[config.mk]
export PLATFORM = sky130hd
export DESIGN_NAME = sdc_unit
export DESIGN_NICKNAME = d
export VERILOG_FILES = /design/src/design/sdc_pkg.sv /design/src/design/sdc_desc_fetch.sv /design/src/design/sdc_unit.sv
export SDC_FILE = /design/constraint.sdc
export NUM_CORES = 2
export LEC_CHECK = 0
export BUFFER_PORTS_ARGS = -buffer_cell sky130_fd_sc_hd__buf_2
export CORE_ASPECT_RATIO = 1.1
export CORE_MARGIN = 2
export CORE_UTILIZATION = 40
export CTS_BUF_LIST = sky130_fd_sc_hd__clkbuf_4
export CTS_CLUSTER_DIAMETER = 100
export DETAILED_ROUTE_END_ITERATION = 10
export PLACE_DENSITY = 0.56
export SYNTH_ARGS = -nofsm -noshare
export SYNTH_HDL_FRONTEND = slang
export SYNTH_SLANG_ARGS = --single-unit
[constraint.sdc]
create_clock -name mclk -period 8 [get_ports mclk]
set_clock_uncertainty 0.1 [all_clocks]
set_input_delay 1.2 -clock mclk [delete_from_list [all_inputs] [get_ports mclk]]
set_output_delay 1.2 -clock mclk [all_outputs]
set_load 0.02 [all_outputs]
[src/design/sdc_pkg.sv]
/*
 * Constants, field layouts and carrier types for the segment descriptor
 * cache unit. Assumes a 32-bit APB register bus and a 32-bit read-only
 * memory port towards the descriptor tables.
 */
// What this block does
// [RQ1] Upper descriptor word zero means legacy style
// [RQ2] Gate parameters copied as 16 or 32 bits
// [RQ3] Push width follows the push-width flag
// [RQ4] Selector splits into choice, index, requester level
// [RQ5] Table choice picks global or local table
// [RQ6] Index addresses one of 8K entries
// [RQ7] Selector write fetches 8-byte descriptor into cache
// [RQ8] References served from cache, never refetched
// [RQ9] Cache changes only on segment register write
// [RQ10] Real mode: base selector*16, limit 0000FFFFH
// [RQ11] Real mode trust tier fixed at zero
// [RQ12] Protected mode fills cache from descriptor fields
// [RQ13] Virtual mode loads like real, runs at three
// [RQ14] Four trust tiers, zero most privileged
// [RQ15] Trust tier governs privileged, I/O, segment access (code gates privileged ops and I/O only, no segment access check)
// [RQ16] Valid flag one means present
// [RQ17] Requester level is selector bits 1:0
// [RQ18] System descriptor when access bit 4 is zero
// [RQ19] Fetch address is table base plus index*8
package sdc_pkg;

    // ************************************************************
    // Register offsets (byte addresses)
    // ************************************************************
    localparam logic [7:0] SDC_OFF_MODE = 8'h00;
    localparam logic [7:0] SDC_OFF_GDT_BASE = 8'h04;
    localparam logic [7:0] SDC_OFF_LDT_BASE = 8'h08;
    localparam logic [7:0] SDC_OFF_SEL_LOAD = 8'h0C;
    localparam logic [7:0] SDC_OFF_STATUS = 8'h10;
    localparam logic [7:0] SDC_OFF_QUERY = 8'h14;
    localparam logic [7:0] SDC_OFF_Q_BASE = 8'h18;
    localparam logic [7:0] SDC_OFF_Q_LIMIT = 8'h1C;
    localparam logic [7:0] SDC_OFF_Q_ATTR = 8'h20;
    localparam logic [7:0] SDC_OFF_GATE = 8'h24;
    localparam logic [7:0] SDC_OFF_GATE_RES = 8'h28;
    localparam logic [7:0] SDC_OFF_SEL_RD = 8'h2C;

    // ************************************************************
    // Sizes and field positions
    // ************************************************************
    localparam int SDC_NSEG = 6;
    localparam int SDC_SEGW = 3;
    localparam logic [2:0] SDC_SEG_LAST = 3'h5;
    localparam int SDC_SEL_LD_SEG_LSB = 16;
    localparam int SDC_ACC_S_BIT = 4;
    localparam int SDC_ACC_P_BIT = 7;
    localparam int SDC_GATE_B_BIT = 8;
    localparam logic [31:0] SDC_REAL_LIMIT = 32'h0000FFFF;
    localparam logic [7:0] SDC_REAL_ACCESS = 8'h93;
    localparam logic [3:0] SDC_REAL_FLAGS = 4'h0;
    localparam logic [31:0] SDC_PAGE_LIMIT_LO = 32'h00000FFF;
    localparam logic [1:0] SDC_TIER_TOP = 2'h0;
    localparam logic [1:0] SDC_TIER_LOW = 2'h3;
    localparam logic [15:0] SDC_LEGACY_HI = 16'h0000;

    // Operating modes
    typedef enum logic [1:0] {
        SDC_MODE_REAL = 2'b00,
        SDC_MODE_PROT = 2'b01,
        SDC_MODE_V86 = 2'b10
    } sdc_mode_t;

    // Decoded selector
    typedef struct packed {
        logic [12:0] index;
        logic table_choice_bit;
        logic [1:0] requester_level;
    } sdc_sel_t;

    // One hidden cache entry
    typedef struct packed {
        logic [15:0] sel;
        logic [31:0] base;
        logic [31:0] limit;
        logic [7:0] access;
        logic [3:0] flags;
        logic legacy;
    } sdc_cache_t;

    // Memory read request and answer
    typedef struct packed {
        logic valid;
        logic [31:0] addr;
    } sdc_mreq_t;

    typedef struct packed {
        logic valid;
        logic [31:0] data;
    } sdc_mrsp_t;

endpackage

[src/design/sdc_desc_fetch.sv]
/*
 * Descriptor fetcher: reads the two words of one descriptor from memory.
 * Assumes a memory that answers each held request with one valid pulse.
 */
`timescale 1ns/1ps
module sdc_desc_fetch (
    // Clock and reset
    input wire logic mclk,
    input wire logic reset,
    // Start request
    input wire logic start,
    input wire logic [31:0] entry_addr,
    // Memory port
    output sdc_pkg::sdc_mreq_t mreq,
    input wire sdc_pkg::sdc_mrsp_t mrsp,
    // Result
    output logic done,
    output logic [63:0] desc
);

    // ************************************************************
    // Two-word sequencer
    // ************************************************************
    typedef enum logic [1:0] {
        SDC_F_IDLE = 2'b00,
        SDC_F_LO = 2'b01,
        SDC_F_HI = 2'b10
    } sdc_fstate_t;

    sdc_fstate_t state_q;
    logic [31:0] addr_q;
    logic [31:0] lo_q;

    // Word order: low word first, then high word at +4
    always_ff @(posedge mclk) begin
        if (reset) begin
            state_q <= SDC_F_IDLE;
            addr_q <= 32'h00000000;
            lo_q <= 32'h00000000;
            done <= 1'b0;
            desc <= 64'h0000000000000000;
        end else begin
            done <= 1'b0;
            case (state_q)
                SDC_F_IDLE: begin
                    if (start) begin
                        addr_q <= entry_addr;
                        state_q <= SDC_F_LO;
                    end
                end
                SDC_F_LO: begin
                    if (mrsp.valid) begin
                        lo_q <= mrsp.data;
                        addr_q <= addr_q + 32'h00000004;
                        state_q <= SDC_F_HI;
                    end
                end
                SDC_F_HI: begin
                    // Cache only sees whole 8 bytes, never half a descriptor
                    if (mrsp.valid) begin
                        desc <= {mrsp.data, lo_q}; // [RQ19]
                        done <= 1'b1;
                        state_q <= SDC_F_IDLE;
                    end
                end
                default: state_q <= SDC_F_IDLE;
            endcase
        end
    end

    // Request held until the answer arrives
    always_comb begin
        mreq.valid = (state_q == SDC_F_LO) || (state_q == SDC_F_HI);
        mreq.addr = addr_q;
    end

endmodule

[src/design/sdc_unit.sv]
/*
 * Descriptor cache unit top: six segment registers with hidden caches,
 * filled per operating mode, plus query and gate sizing over APB.
 * Assumes an APB master on mclk and a descriptor memory port.
 */
`timescale 1ns/1ps
module sdc_unit (
    // Clock and reset
    input wire logic mclk,
    input wire logic reset,
    // APB slave
    input wire logic psel,
    input wire logic penable,
    input wire logic pwrite,
    input wire logic [7:0] paddr,
    input wire logic [31:0] pwdata,
    output logic [31:0] prdata,
    output logic pready,
    output logic pslverr,
    // Descriptor memory port
    output sdc_pkg::sdc_mreq_t mreq,
    input wire sdc_pkg::sdc_mrsp_t mrsp,
    // Segment reference port, served from the caches only
    input wire logic [2:0] ref_seg,
    output logic [31:0] ref_base,
    output logic [31:0] ref_limit,
    output logic ref_present,
    // Privilege outputs
    output logic [1:0] trust_tier,
    output logic priv_ok,
    output logic io_ok
);

    // ************************************************************
    // Control registers
    // ************************************************************
    sdc_pkg::sdc_mode_t mode_q;
    logic [31:0] gdt_base_q;
    logic [31:0] ldt_base_q;
    logic [1:0] cur_tier_q;
    logic [1:0] iopl_q;
    logic [2:0] query_q;
    logic [31:0] gate_q;
    sdc_pkg::sdc_cache_t cache_q [sdc_pkg::SDC_NSEG];

    // Load sequencing
    logic busy_q;
    logic [2:0] ld_seg_q;
    sdc_pkg::sdc_sel_t ld_sel_q;
    logic bad_seg_q;

    logic wr_en;
    logic sel_wr;
    logic [2:0] wr_seg;
    sdc_pkg::sdc_sel_t wr_sel;
    logic fetch_start;
    logic fetch_done;
    logic [63:0] fetch_desc;
    logic [31:0] tbl_base;

    // ************************************************************
    // APB decode
    // ************************************************************
    // A selector load stalls the bus while an earlier protected-mode load is still fetching
    assign sel_wr = psel && penable && pwrite && (paddr == sdc_pkg::SDC_OFF_SEL_LOAD);
    assign pready = !(sel_wr && busy_q);
    assign wr_en = psel && penable && pwrite && pready;
    assign wr_seg = pwdata[sdc_pkg::SDC_SEL_LD_SEG_LSB +: sdc_pkg::SDC_SEGW];
    assign wr_sel = sdc_pkg::sdc_sel_t'(pwdata[15:0]); // [RQ4] [RQ17]

    // Mode, iopl, table bases, query and gate word
    always_ff @(posedge mclk) begin
        if (reset) begin
            mode_q <= sdc_pkg::SDC_MODE_REAL;
            gdt_base_q <= 32'h00000000;
            ldt_base_q <= 32'h00000000;
            iopl_q <= 2'h0;
            query_q <= 3'h0;
            gate_q <= 32'h00000000;
        end else if (wr_en) begin
            case (paddr)
                sdc_pkg::SDC_OFF_MODE: begin
                    mode_q <= sdc_pkg::sdc_mode_t'(pwdata[1:0]);
                    iopl_q <= pwdata[5:4];
                end
                sdc_pkg::SDC_OFF_GDT_BASE: gdt_base_q <= pwdata;
                sdc_pkg::SDC_OFF_LDT_BASE: ldt_base_q <= pwdata;
                sdc_pkg::SDC_OFF_QUERY: query_q <= pwdata[2:0];
                sdc_pkg::SDC_OFF_GATE: gate_q <= pwdata;
                default: ;
            endcase
        end
    end

    // Tier set by the mode being written: real top, virtual lowest
    always_ff @(posedge mclk) begin
        if (reset) begin
            cur_tier_q <= sdc_pkg::SDC_TIER_TOP;
        end else if (wr_en && paddr == sdc_pkg::SDC_OFF_MODE) begin
            case (pwdata[1:0])
                sdc_pkg::SDC_MODE_PROT: cur_tier_q <= pwdata[9:8]; // [RQ14]
                sdc_pkg::SDC_MODE_V86: cur_tier_q <= sdc_pkg::SDC_TIER_LOW; // [RQ13]
                default: cur_tier_q <= sdc_pkg::SDC_TIER_TOP; // [RQ11]
            endcase
        end
    end

    // ************************************************************
    // Descriptor fetch
    // ************************************************************
    // Table choice bit picks local or global table
    assign tbl_base = ld_sel_q.table_choice_bit ? ldt_base_q : gdt_base_q; // [RQ5]

    sdc_desc_fetch u_fetch (
        .mclk(mclk),
        .reset(reset),
        .start(fetch_start),
        .entry_addr(tbl_base + {16'h0000, ld_sel_q.index, 3'b000}), // [RQ6] [RQ19]
        .mreq(mreq),
        .mrsp(mrsp),
        .done(fetch_done),
        .desc(fetch_desc)
    );

    // Load sequencing: a protected-mode load waits for memory
    always_ff @(posedge mclk) begin
        if (reset) begin
            busy_q <= 1'b0;
            ld_seg_q <= 3'h0;
            ld_sel_q <= '0;
            fetch_start <= 1'b0;
            bad_seg_q <= 1'b0;
        end else begin
            fetch_start <= 1'b0;
            if (wr_en && paddr == sdc_pkg::SDC_OFF_SEL_LOAD) begin
                bad_seg_q <= wr_seg > sdc_pkg::SDC_SEG_LAST;
                if (mode_q == sdc_pkg::SDC_MODE_PROT && wr_seg <= sdc_pkg::SDC_SEG_LAST) begin
                    busy_q <= 1'b1; // [RQ7]
                    ld_seg_q <= wr_seg;
                    ld_sel_q <= wr_sel;
                    fetch_start <= 1'b1;
                end
            end else if (fetch_done) begin
                busy_q <= 1'b0;
            end
        end
    end

    // ************************************************************
    // Hidden caches, one per segment register
    // ************************************************************
    // Updated only on a selector write; table edits need a reload
    generate
        for (genvar g = 0; g < sdc_pkg::SDC_NSEG; g++) begin : g_cache
            always_ff @(posedge mclk) begin
                if (reset) begin
                    cache_q[g] <= '0;
                end else if (wr_en && paddr == sdc_pkg::SDC_OFF_SEL_LOAD
                             && wr_seg == 3'(g)
                             && mode_q != sdc_pkg::SDC_MODE_PROT) begin
                    // Real and virtual modes: fixed limit, present, usable
                    cache_q[g].sel <= wr_sel; // [RQ9]
                    cache_q[g].base <= {12'h000, pwdata[15:0], 4'h0}; // [RQ10] [RQ13]
                    cache_q[g].limit <= sdc_pkg::SDC_REAL_LIMIT; // [RQ10]
                    cache_q[g].access <= sdc_pkg::SDC_REAL_ACCESS;
                    cache_q[g].flags <= sdc_pkg::SDC_REAL_FLAGS;
                    cache_q[g].legacy <= 1'b0;
                end else if (fetch_done && ld_seg_q == 3'(g)) begin
                    cache_q[g].sel <= ld_sel_q; // [RQ12]
                    cache_q[g].base <= {fetch_desc[63:56], fetch_desc[39:16]};
                    cache_q[g].access <= fetch_desc[47:40];
                    cache_q[g].flags <= fetch_desc[55:52];
                    // Top 16 bits of the high word zero mark a legacy descriptor
                    cache_q[g].legacy <= fetch_desc[63:48] == sdc_pkg::SDC_LEGACY_HI; // [RQ1]
                    if (fetch_desc[55]) begin
                        // Page granular limit
                        cache_q[g].limit <= {fetch_desc[51:48], fetch_desc[15:0],
                                             sdc_pkg::SDC_PAGE_LIMIT_LO[11:0]};
                    end else begin
                        cache_q[g].limit <= {12'h000, fetch_desc[51:48], fetch_desc[15:0]};
                    end
                end
            end
        end
    endgenerate

    // ************************************************************
    // Reference and privilege outputs
    // ************************************************************
    // Served from the cache without touching memory
    always_ff @(posedge mclk) begin
        if (reset || ref_seg > sdc_pkg::SDC_SEG_LAST) begin
            ref_base <= 32'h00000000;
            ref_limit <= 32'h00000000;
            ref_present <= 1'b0;
        end else begin
            ref_base <= cache_q[ref_seg].base; // [RQ8]
            ref_limit <= cache_q[ref_seg].limit;
            ref_present <= cache_q[ref_seg].access[sdc_pkg::SDC_ACC_P_BIT]; // [RQ16]
        end
    end

    // Privileged ops only at tier 0, I/O when tier <= iopl
    always_ff @(posedge mclk) begin
        if (reset) begin
            trust_tier <= sdc_pkg::SDC_TIER_TOP;
            priv_ok <= 1'b1;
            io_ok <= 1'b1;
        end else begin
            trust_tier <= cur_tier_q;
            priv_ok <= cur_tier_q == sdc_pkg::SDC_TIER_TOP; // [RQ15]
            io_ok <= cur_tier_q <= iopl_q; // [RQ15]
        end
    end

    // ************************************************************
    // Call gate sizing helper
    // ************************************************************
    // Gate word in: bits 4:0 count, bit 8 push flag, bit 16 native gate
    logic [9:0] param_bytes;
    logic [2:0] push_bytes;
    always_comb begin
        // Legacy gates copy 16-bit words, native ones 32-bit
        if (gate_q[16]) begin
            param_bytes = {3'b000, gate_q[4:0], 2'b00}; // [RQ2]
        end else begin
            param_bytes = {4'b0000, gate_q[4:0], 1'b0}; // [RQ2]
        end
        push_bytes = gate_q[sdc_pkg::SDC_GATE_B_BIT] ? 3'h4 : 3'h2; // [RQ3]
    end

    // ************************************************************
    // Read mux
    // ************************************************************
    sdc_pkg::sdc_cache_t qc;
    assign qc = cache_q[(query_q <= sdc_pkg::SDC_SEG_LAST) ? query_q : 3'h0];

    always_ff @(posedge mclk) begin
        if (reset) begin
            prdata <= 32'h00000000;
        end else if (psel && !penable && !pwrite) begin
            case (paddr)
                sdc_pkg::SDC_OFF_MODE: prdata <= {22'h0, cur_tier_q, 2'b00, iopl_q, 2'b00,
                                                  mode_q};
                sdc_pkg::SDC_OFF_GDT_BASE: prdata <= gdt_base_q;
                sdc_pkg::SDC_OFF_LDT_BASE: prdata <= ldt_base_q;
                sdc_pkg::SDC_OFF_STATUS: prdata <= {28'h0, bad_seg_q,
                    qc.access[sdc_pkg::SDC_ACC_S_BIT] == 1'b0, qc.legacy, busy_q}; // [RQ18]
                sdc_pkg::SDC_OFF_QUERY: prdata <= {29'h0, query_q};
                sdc_pkg::SDC_OFF_Q_BASE: prdata <= qc.base;
                sdc_pkg::SDC_OFF_Q_LIMIT: prdata <= qc.limit;
                sdc_pkg::SDC_OFF_Q_ATTR: prdata <= {20'h0, qc.flags, qc.access};
                sdc_pkg::SDC_OFF_GATE: prdata <= gate_q;
                sdc_pkg::SDC_OFF_GATE_RES: prdata <= {13'h0, push_bytes, 6'h0, param_bytes};
                sdc_pkg::SDC_OFF_SEL_RD: prdata <= {16'h0, qc.sel};
                default: prdata <= 32'h00000000;
            endcase
        end
    end

    // Unmapped addresses answer with an error
    assign pslverr = psel && penable && (paddr > sdc_pkg::SDC_OFF_SEL_RD || paddr[1:0] != 2'b00);

endmodule

Word level (Yosys, flattened, before mapping)
Memories as Yosys holds them, arrays and structs flattened. A register that Yosys moved wholly into a read port is not among the register bits. Index checks and enable logic that the tools add are counted.

Register bits after elaboration: 294. Bits in writable memories: 558. Logic and storage cells: 391. Memories: 1.

Memories: cache_q (depth 6, bits a word 93, rd ports 2, clocked after memory_dff 1, write ports 6, RTL line sdc_unit.sv:44) `sdc_pkg::sdc_cache_t cache_q [sdc_pkg::SDC_NSEG];`.

$add $sub $neg: 2. Order comparisons: 6. Equal/unequal tests: 31. Muxes and demuxes: 190. Bitwise logic cells: 81. Reduce and logical (&&, ||, !) cells: 57.

Operators by type and width (count): $mux 32 (33); $pmux 32 s11 (1); $mux 16 (12); $mux 1 (111); $mux 8 (12); $or 1x1->1 (78); $pmux 32 s2 (1); $mux 4 (12); $add 32x16->32 (1); $add 32x3->32 const B (1); $eq 8x5->1 const B (4); $eq 8x6->1 const B (4); $logic_and 1x1->1 (29); $reduce_and 2->1 (9); $eq 8x4->1 const B (2); $logic_not 16->1 (1); $eq 3x2->1 const B (4); $eq 3x3->1 const B (4); $eq 8x3->1 const B (1); $gt 8x6->1 const B (1); $logic_not 8->1 (1); $ne 2x2->1 const B (4); $mux 7 (1); $eq 2x1->1 const B (3); other kinds (18) (37).

Longest topological paths before layout
Word-level depth: 15. Gate-level depth with buffers: 14.

Hierarchy
Synthesis repeated with hierarchy kept, for this count alone.

Cells, all modules: 4516. Area, all modules: 46393.2 um^2.

By module, submodules not included: sdc_unit (times used 1, cells an instance 3788, area an instance 40831.7 um^2, seq. area each 21320.4 um^2); sdc_desc_fetch (times used 1, cells an instance 728, area an instance 5561.6 um^2, seq. area each 2622.5 um^2).

Least setup slack after synthesis
No wires, ideal clock.

Kind: input to register. From: input port paddr[5]. To: memory cache_q[4][0] in the netlist's numbering, enable pin. Setup time: 421 ps. Arrival: 4796 ps. Required time: 7479 ps. Setup slack: 2683 ps. Cell stages on the path: 8. Cells stage by stage: buf_2 > or4_4 > or4_1 > buf_2 > or4b_4 > nor3_2 > buf_2 > or3_1.

RTL lines: start, declared (RTL line sdc_unit.sv:15) `input wire logic [7:0] paddr,`; end, declared (RTL line sdc_unit.sv:44).

==> reports/qor.csv <==
stage,metric,value,unit
clock_tree,insertion_delay,1.23,ns
clock_tree,clock_sinks,917,
clock_tree,cts-buffers-inserted,235,
timing,period_minus_slack,4.37,ns
finish,synthToLayoutAreaGrowth,12.2,%
run_status,outcome,"finished, final reports clean",
route,drtAntennaViolNets,0,
die,core_area,112000,sq um
die,placementRows,129,
setup_path,critical_path.most_common_cell,buf_4,
setup_path,crit_required,8.73,ns
route,drc,0,
route,drt-total-wl,171000,um
finish,post_route_cells_drive_above_1_share,18.8,%
job,cap_viol_max_count,0,
power_and_ir_drop,power_frac_seq,51.8,%
timing,grt_setup_unrepaired,false,
die,initial_core_util,40.2,%
clock_tree,tritoncts,done,
route,drt_first_pass_iters,6,
die,ioPinCount,217,
finish,num-nets-final,4603,
power_and_ir_drop,power_switching,0.00249,W
setup_path,timing.rr.start,query_q[1],
finish,final_cell_area,50700,sq um
setup_path,setup.worst_path.start_class,input port,
power_and_ir_drop,combPwrFrac,5.3,%
global_route,grt_first_pass_wirelength,246000,um
logic_synthesis,yosysWarnings,0,
place,detailedPlacementHpwl,110000,um
timing,totalNegativeSetupSlack,0,ns
setup_path,endpoint_kind,flip-flop,
setup_path,crit_path_max_incr_delay,0.72,ns
clock_tree,cts_buffer_depth,3,
logic_synthesis,yosys.cell_types.count,81,
clock_tree,cts_setup_buffers,0,
timing,hold_viol_final,0,
global_route,grtUsageTotal,28.9,%
setup_path,ff2ff_setup_slack,3.73,ns
power_and_ir_drop,leakage_power_of_the_design,17.6,nW
global_route,grt_pass1_vias,35300,
timing,worst_slew_margin_rel,22.1,%
logic_synthesis,synth_async_sr_flop_share,0,%
global_route,grt_antenna_before_repair,9,
worst_hold_path,min_to,u_fetch.lo_q[17],
worst_hold_path,hold_path_depth,3,
clock_tree,cell_chosen_for_the_clock_root,clkbuf_4,
worst_hold_path,holdCritPathClass,input port to flip-flop,
setup_path,worst-path-max-fanout,46,
global_route,grt_remaining_overflow,0,
logic_synthesis,syn_nets,4470,
setup_path,r2r.worst_path.cells,8,
worst_hold_path,timing.hold.worst.start,mrsp[17],
clock_tree,cts_resized,0,
setup_path,r2r-end,prdata[4],
global_route,maximum_number_of_pins_on_one_net_before_global_route_repair,99,
place,dpl_cell_area,47500,sq um
clock_tree,cts-hold-fix-buffers,0,
logic_synthesis,synth_ff_type,edfxtp_1,
timing,maxClockFrequency,0.229,GHz
timing,finalSetupViolCount,0,
timing,maxSlewViolCount,0,
logic_synthesis,synth_area,45200,sq um
power_and_ir_drop,intPower,0.00750,W
die,design.die.area,116000,sq um
die,die-height,357,um
setup_path,worstPathArrival,5.10,ns
power_and_ir_drop,vdd.ir_drop.worst,0.106,mV
setup_path,path_cells,buf_2 -> buf_4 -> or4_4 -> or4_1 -> nor4b_4 -> nand2_1 -> nand2_4 -> buf_4,
place,globalplace.congestion,0.899,
setup_path,timing.critical_path.max_delay_family,simple AND/OR/NAND/NOR gates,
timing,worst_pin_slew,1.16,ns
clock_tree,cts_htree_levels,4,
setup_path,setup.worst_path.class,input port to flip-flop,
route,avgRoutedWirePerCell,27.5,um
die,die_span_in_x,325,um
place,placement.io_buffers,216,
timing,post-route-period-util,54.6,%
logic_synthesis,synth-seq-cells,917,
logic_synthesis,syn-instance-count,4367,
power_and_ir_drop,power_frac_clock,42.9,%
logic_synthesis,seq_area_frac_synth,53.0,%
route,drt_iter0_drc,3934,
power_and_ir_drop,power_per_cell_area,197,nW/um^2
route,route.detailed.vias_per_inst,5.99,
logic_synthesis,synth_edf_count,558,
clock_tree,cts.reportedPaths.clkPinSlew,0.08,ns
logic_synthesis,synth.avg_cell_area,10.4,sq um
route,routed-via-count,37300,
setup_path,cpMaxStageDelayCell,or4_1,
setup_path,cp_num_buf_inv,3,
power_and_ir_drop,netSwitchingFraction,24.9,%
cell usage in the layout, fill, tap and decap left out, drive strengths merged, types with 18 or more instances in the layout:
master  netlist  layout
nand2       714     714
edfxtp      558     558
clkbuf      298     363
a21oi       360     360
dfxtp       359     359
nor2        308     308
buf         105     298
mux2i       262     262
o21ai       233     233
a22o        172     172
and2        159     159
a22oi       118     118
a211oi       98      98
mux4         92      92
clkinv        1      69
o22ai        66      66
mux2         42      42
nand3        38      38
nor3         28      28
a221oi       26      26
nor2b        23      23
inv          20      23
nand4        22      22
ha           21      21
o211ai       18      18
cell type report:
cell class	count	area, sq um
Multi-Input combinational cell	3026	19800
Timing Repair Buffer	299	1740
Tap cell	1506	1880
Clock inverter	79	474
Clock buffer	362	2720
Sequential cell	917	24000
Inverter	21	78.8
Fill cell	10900	61600
Antenna cell	12	30.0
how the worst max path moves through the flow:
stage                     startpoint        endpoint  slack [ns]  cells after the start
after detailed placement    paddr[5]  cache_q[2][73]        2.50                      8
after global routing        paddr[5]  cache_q[2][72]        3.60                      8
after global placement      paddr[5]  cache_q[2][73]        2.50                      8
after CTS                   paddr[5]  cache_q[2][72]        3.81                      8
final                       paddr[5]  cache_q[2][70]        3.63                      8
after floorplan             paddr[5]   cache_q[4][0]        2.68                      8
synthesized netlist by cell type (7+ instances only):
cell type / count / area, sq um
nand2b_1: 16 / 100
nor3_1: 26 / 130
dfxtp_1: 359 / 7190
xor2_1: 8 / 70.1
mux4_2: 92 / 2070
a22o_1: 172 / 1510
o211ai_1: 18 / 135
a31oi_1: 14 / 87.6
nand2_1: 714 / 2680
a21oi_1: 360 / 1800
nor2_1: 308 / 1160
and3_1: 9 / 56.3
nor4_1: 15 / 93.8
o22ai_1: 66 / 413
nand3_1: 38 / 190
buf_1: 54 / 203
o21ai_0: 230 / 1150
clkbuf_1: 298 / 1120
and2_1: 157 / 982
o221ai_1: 9 / 78.8
nand4_1: 22 / 138
xnor2_1: 8 / 70.1
a21o_1: 15 / 113
buf_2: 48 / 240
a211oi_1: 98 / 736
a2111oi_0: 7 / 61.3
and4_1: 7 / 61.3
ha_1: 21 / 263
o31ai_1: 9 / 67.6
edfxtp_1: 558 / 16800
a22oi_1: 118 / 886
mux2i_1: 262 / 2620
nand3b_1: 7 / 52.6
a221oi_1: 26 / 228
inv_1: 20 / 75.1
mux2_2: 42 / 473
nor2b_1: 23 / 144
or4_1: 7 / 52.6
a211o_1: 7 / 61.3
stage by stage:
| step | total power (W) | hold slack (ns) | utilization, % | std cells | setup WS (ns) |
|---|---|---|---|---|---|
| floorplan | 0.00558 | 0.330 | - | 4367 | 2.68 |
| global placement | 0.00580 | 0.339 | 42.3 | 5769 | 2.50 |
| detailed placement | 0.00581 | 0.343 | 42.3 | 5769 | 2.50 |
| CTS | 0.0101 | 0.00351 | 45.1 | 6210 | 3.81 |
| global route | 0.0104 | 0.0536 | 45.1 | 6214 | 3.60 |
| finish | 0.00999 | 0.114 | 45.1 | 6222 | 3.63 |
registers in the layout, summed over array words and instances (netlist names), 2 cells and up:
register         cells
cache_q            558
u_fetch.desc        64
gate_q              32
gdt_base_q          32
ldt_base_q          32
prdata              32
ref_base            32
ref_limit           32
u_fetch.addr_q      32
u_fetch.lo_q        32
ld_sel_q            16
ld_seg_q             3
query_q              3
cur_tier_q           2
iopl_q               2
mode_q               2
trust_tier           2
u_fetch.state_q      2
layer usage:
metal	share of wire, %	vias to the layer above	GRT usage, %	wire, um
met4	6.2	8	16.8	10600
met2	46	1843	45.7	78100
met5	0.033	-	0	57
li1	-	16600	-	-
met3	8.6	428	6.56	14600
met1	40	18400	36.5	67500
power groups by stage:
stage,clock network [W],logic (W),registers [W]
final,0.00428,0.000531,0.00518
after global routing,0.00462,0.000557,0.00519
after CTS,0.00436,0.000530,0.00518
after detailed placement,0,0.000530,0.00528
after global placement,0,0.000528,0.00528
after floorplan,0,0.000281,0.00530
cell families (layout without fill, tap and decap cells):
group,after synthesis,in the layout,share of synthesized area [%]
compound gates,1199,1199,17.1
xor+xnor,16,16,0.310
fa+ha+maj,22,22,0.626
buf+inv,424,761,3.68
flops,917,917,53.0
mux,396,396,11.4
other cells,0,12,0
simple gates,1393,1393,13.8
worst min-delay path, delay by kind of cell:
| kind | cells | cell delay [ns] |
|---|---|---|
| AO/OA/AOI/OAI | 1 | 0.05 |
| AND/OR/NAND/NOR | 1 | 0.05 |
| buffers and inverters | 1 | 0.11 |
Note: power is estimated with default switching activity, not from simulation.
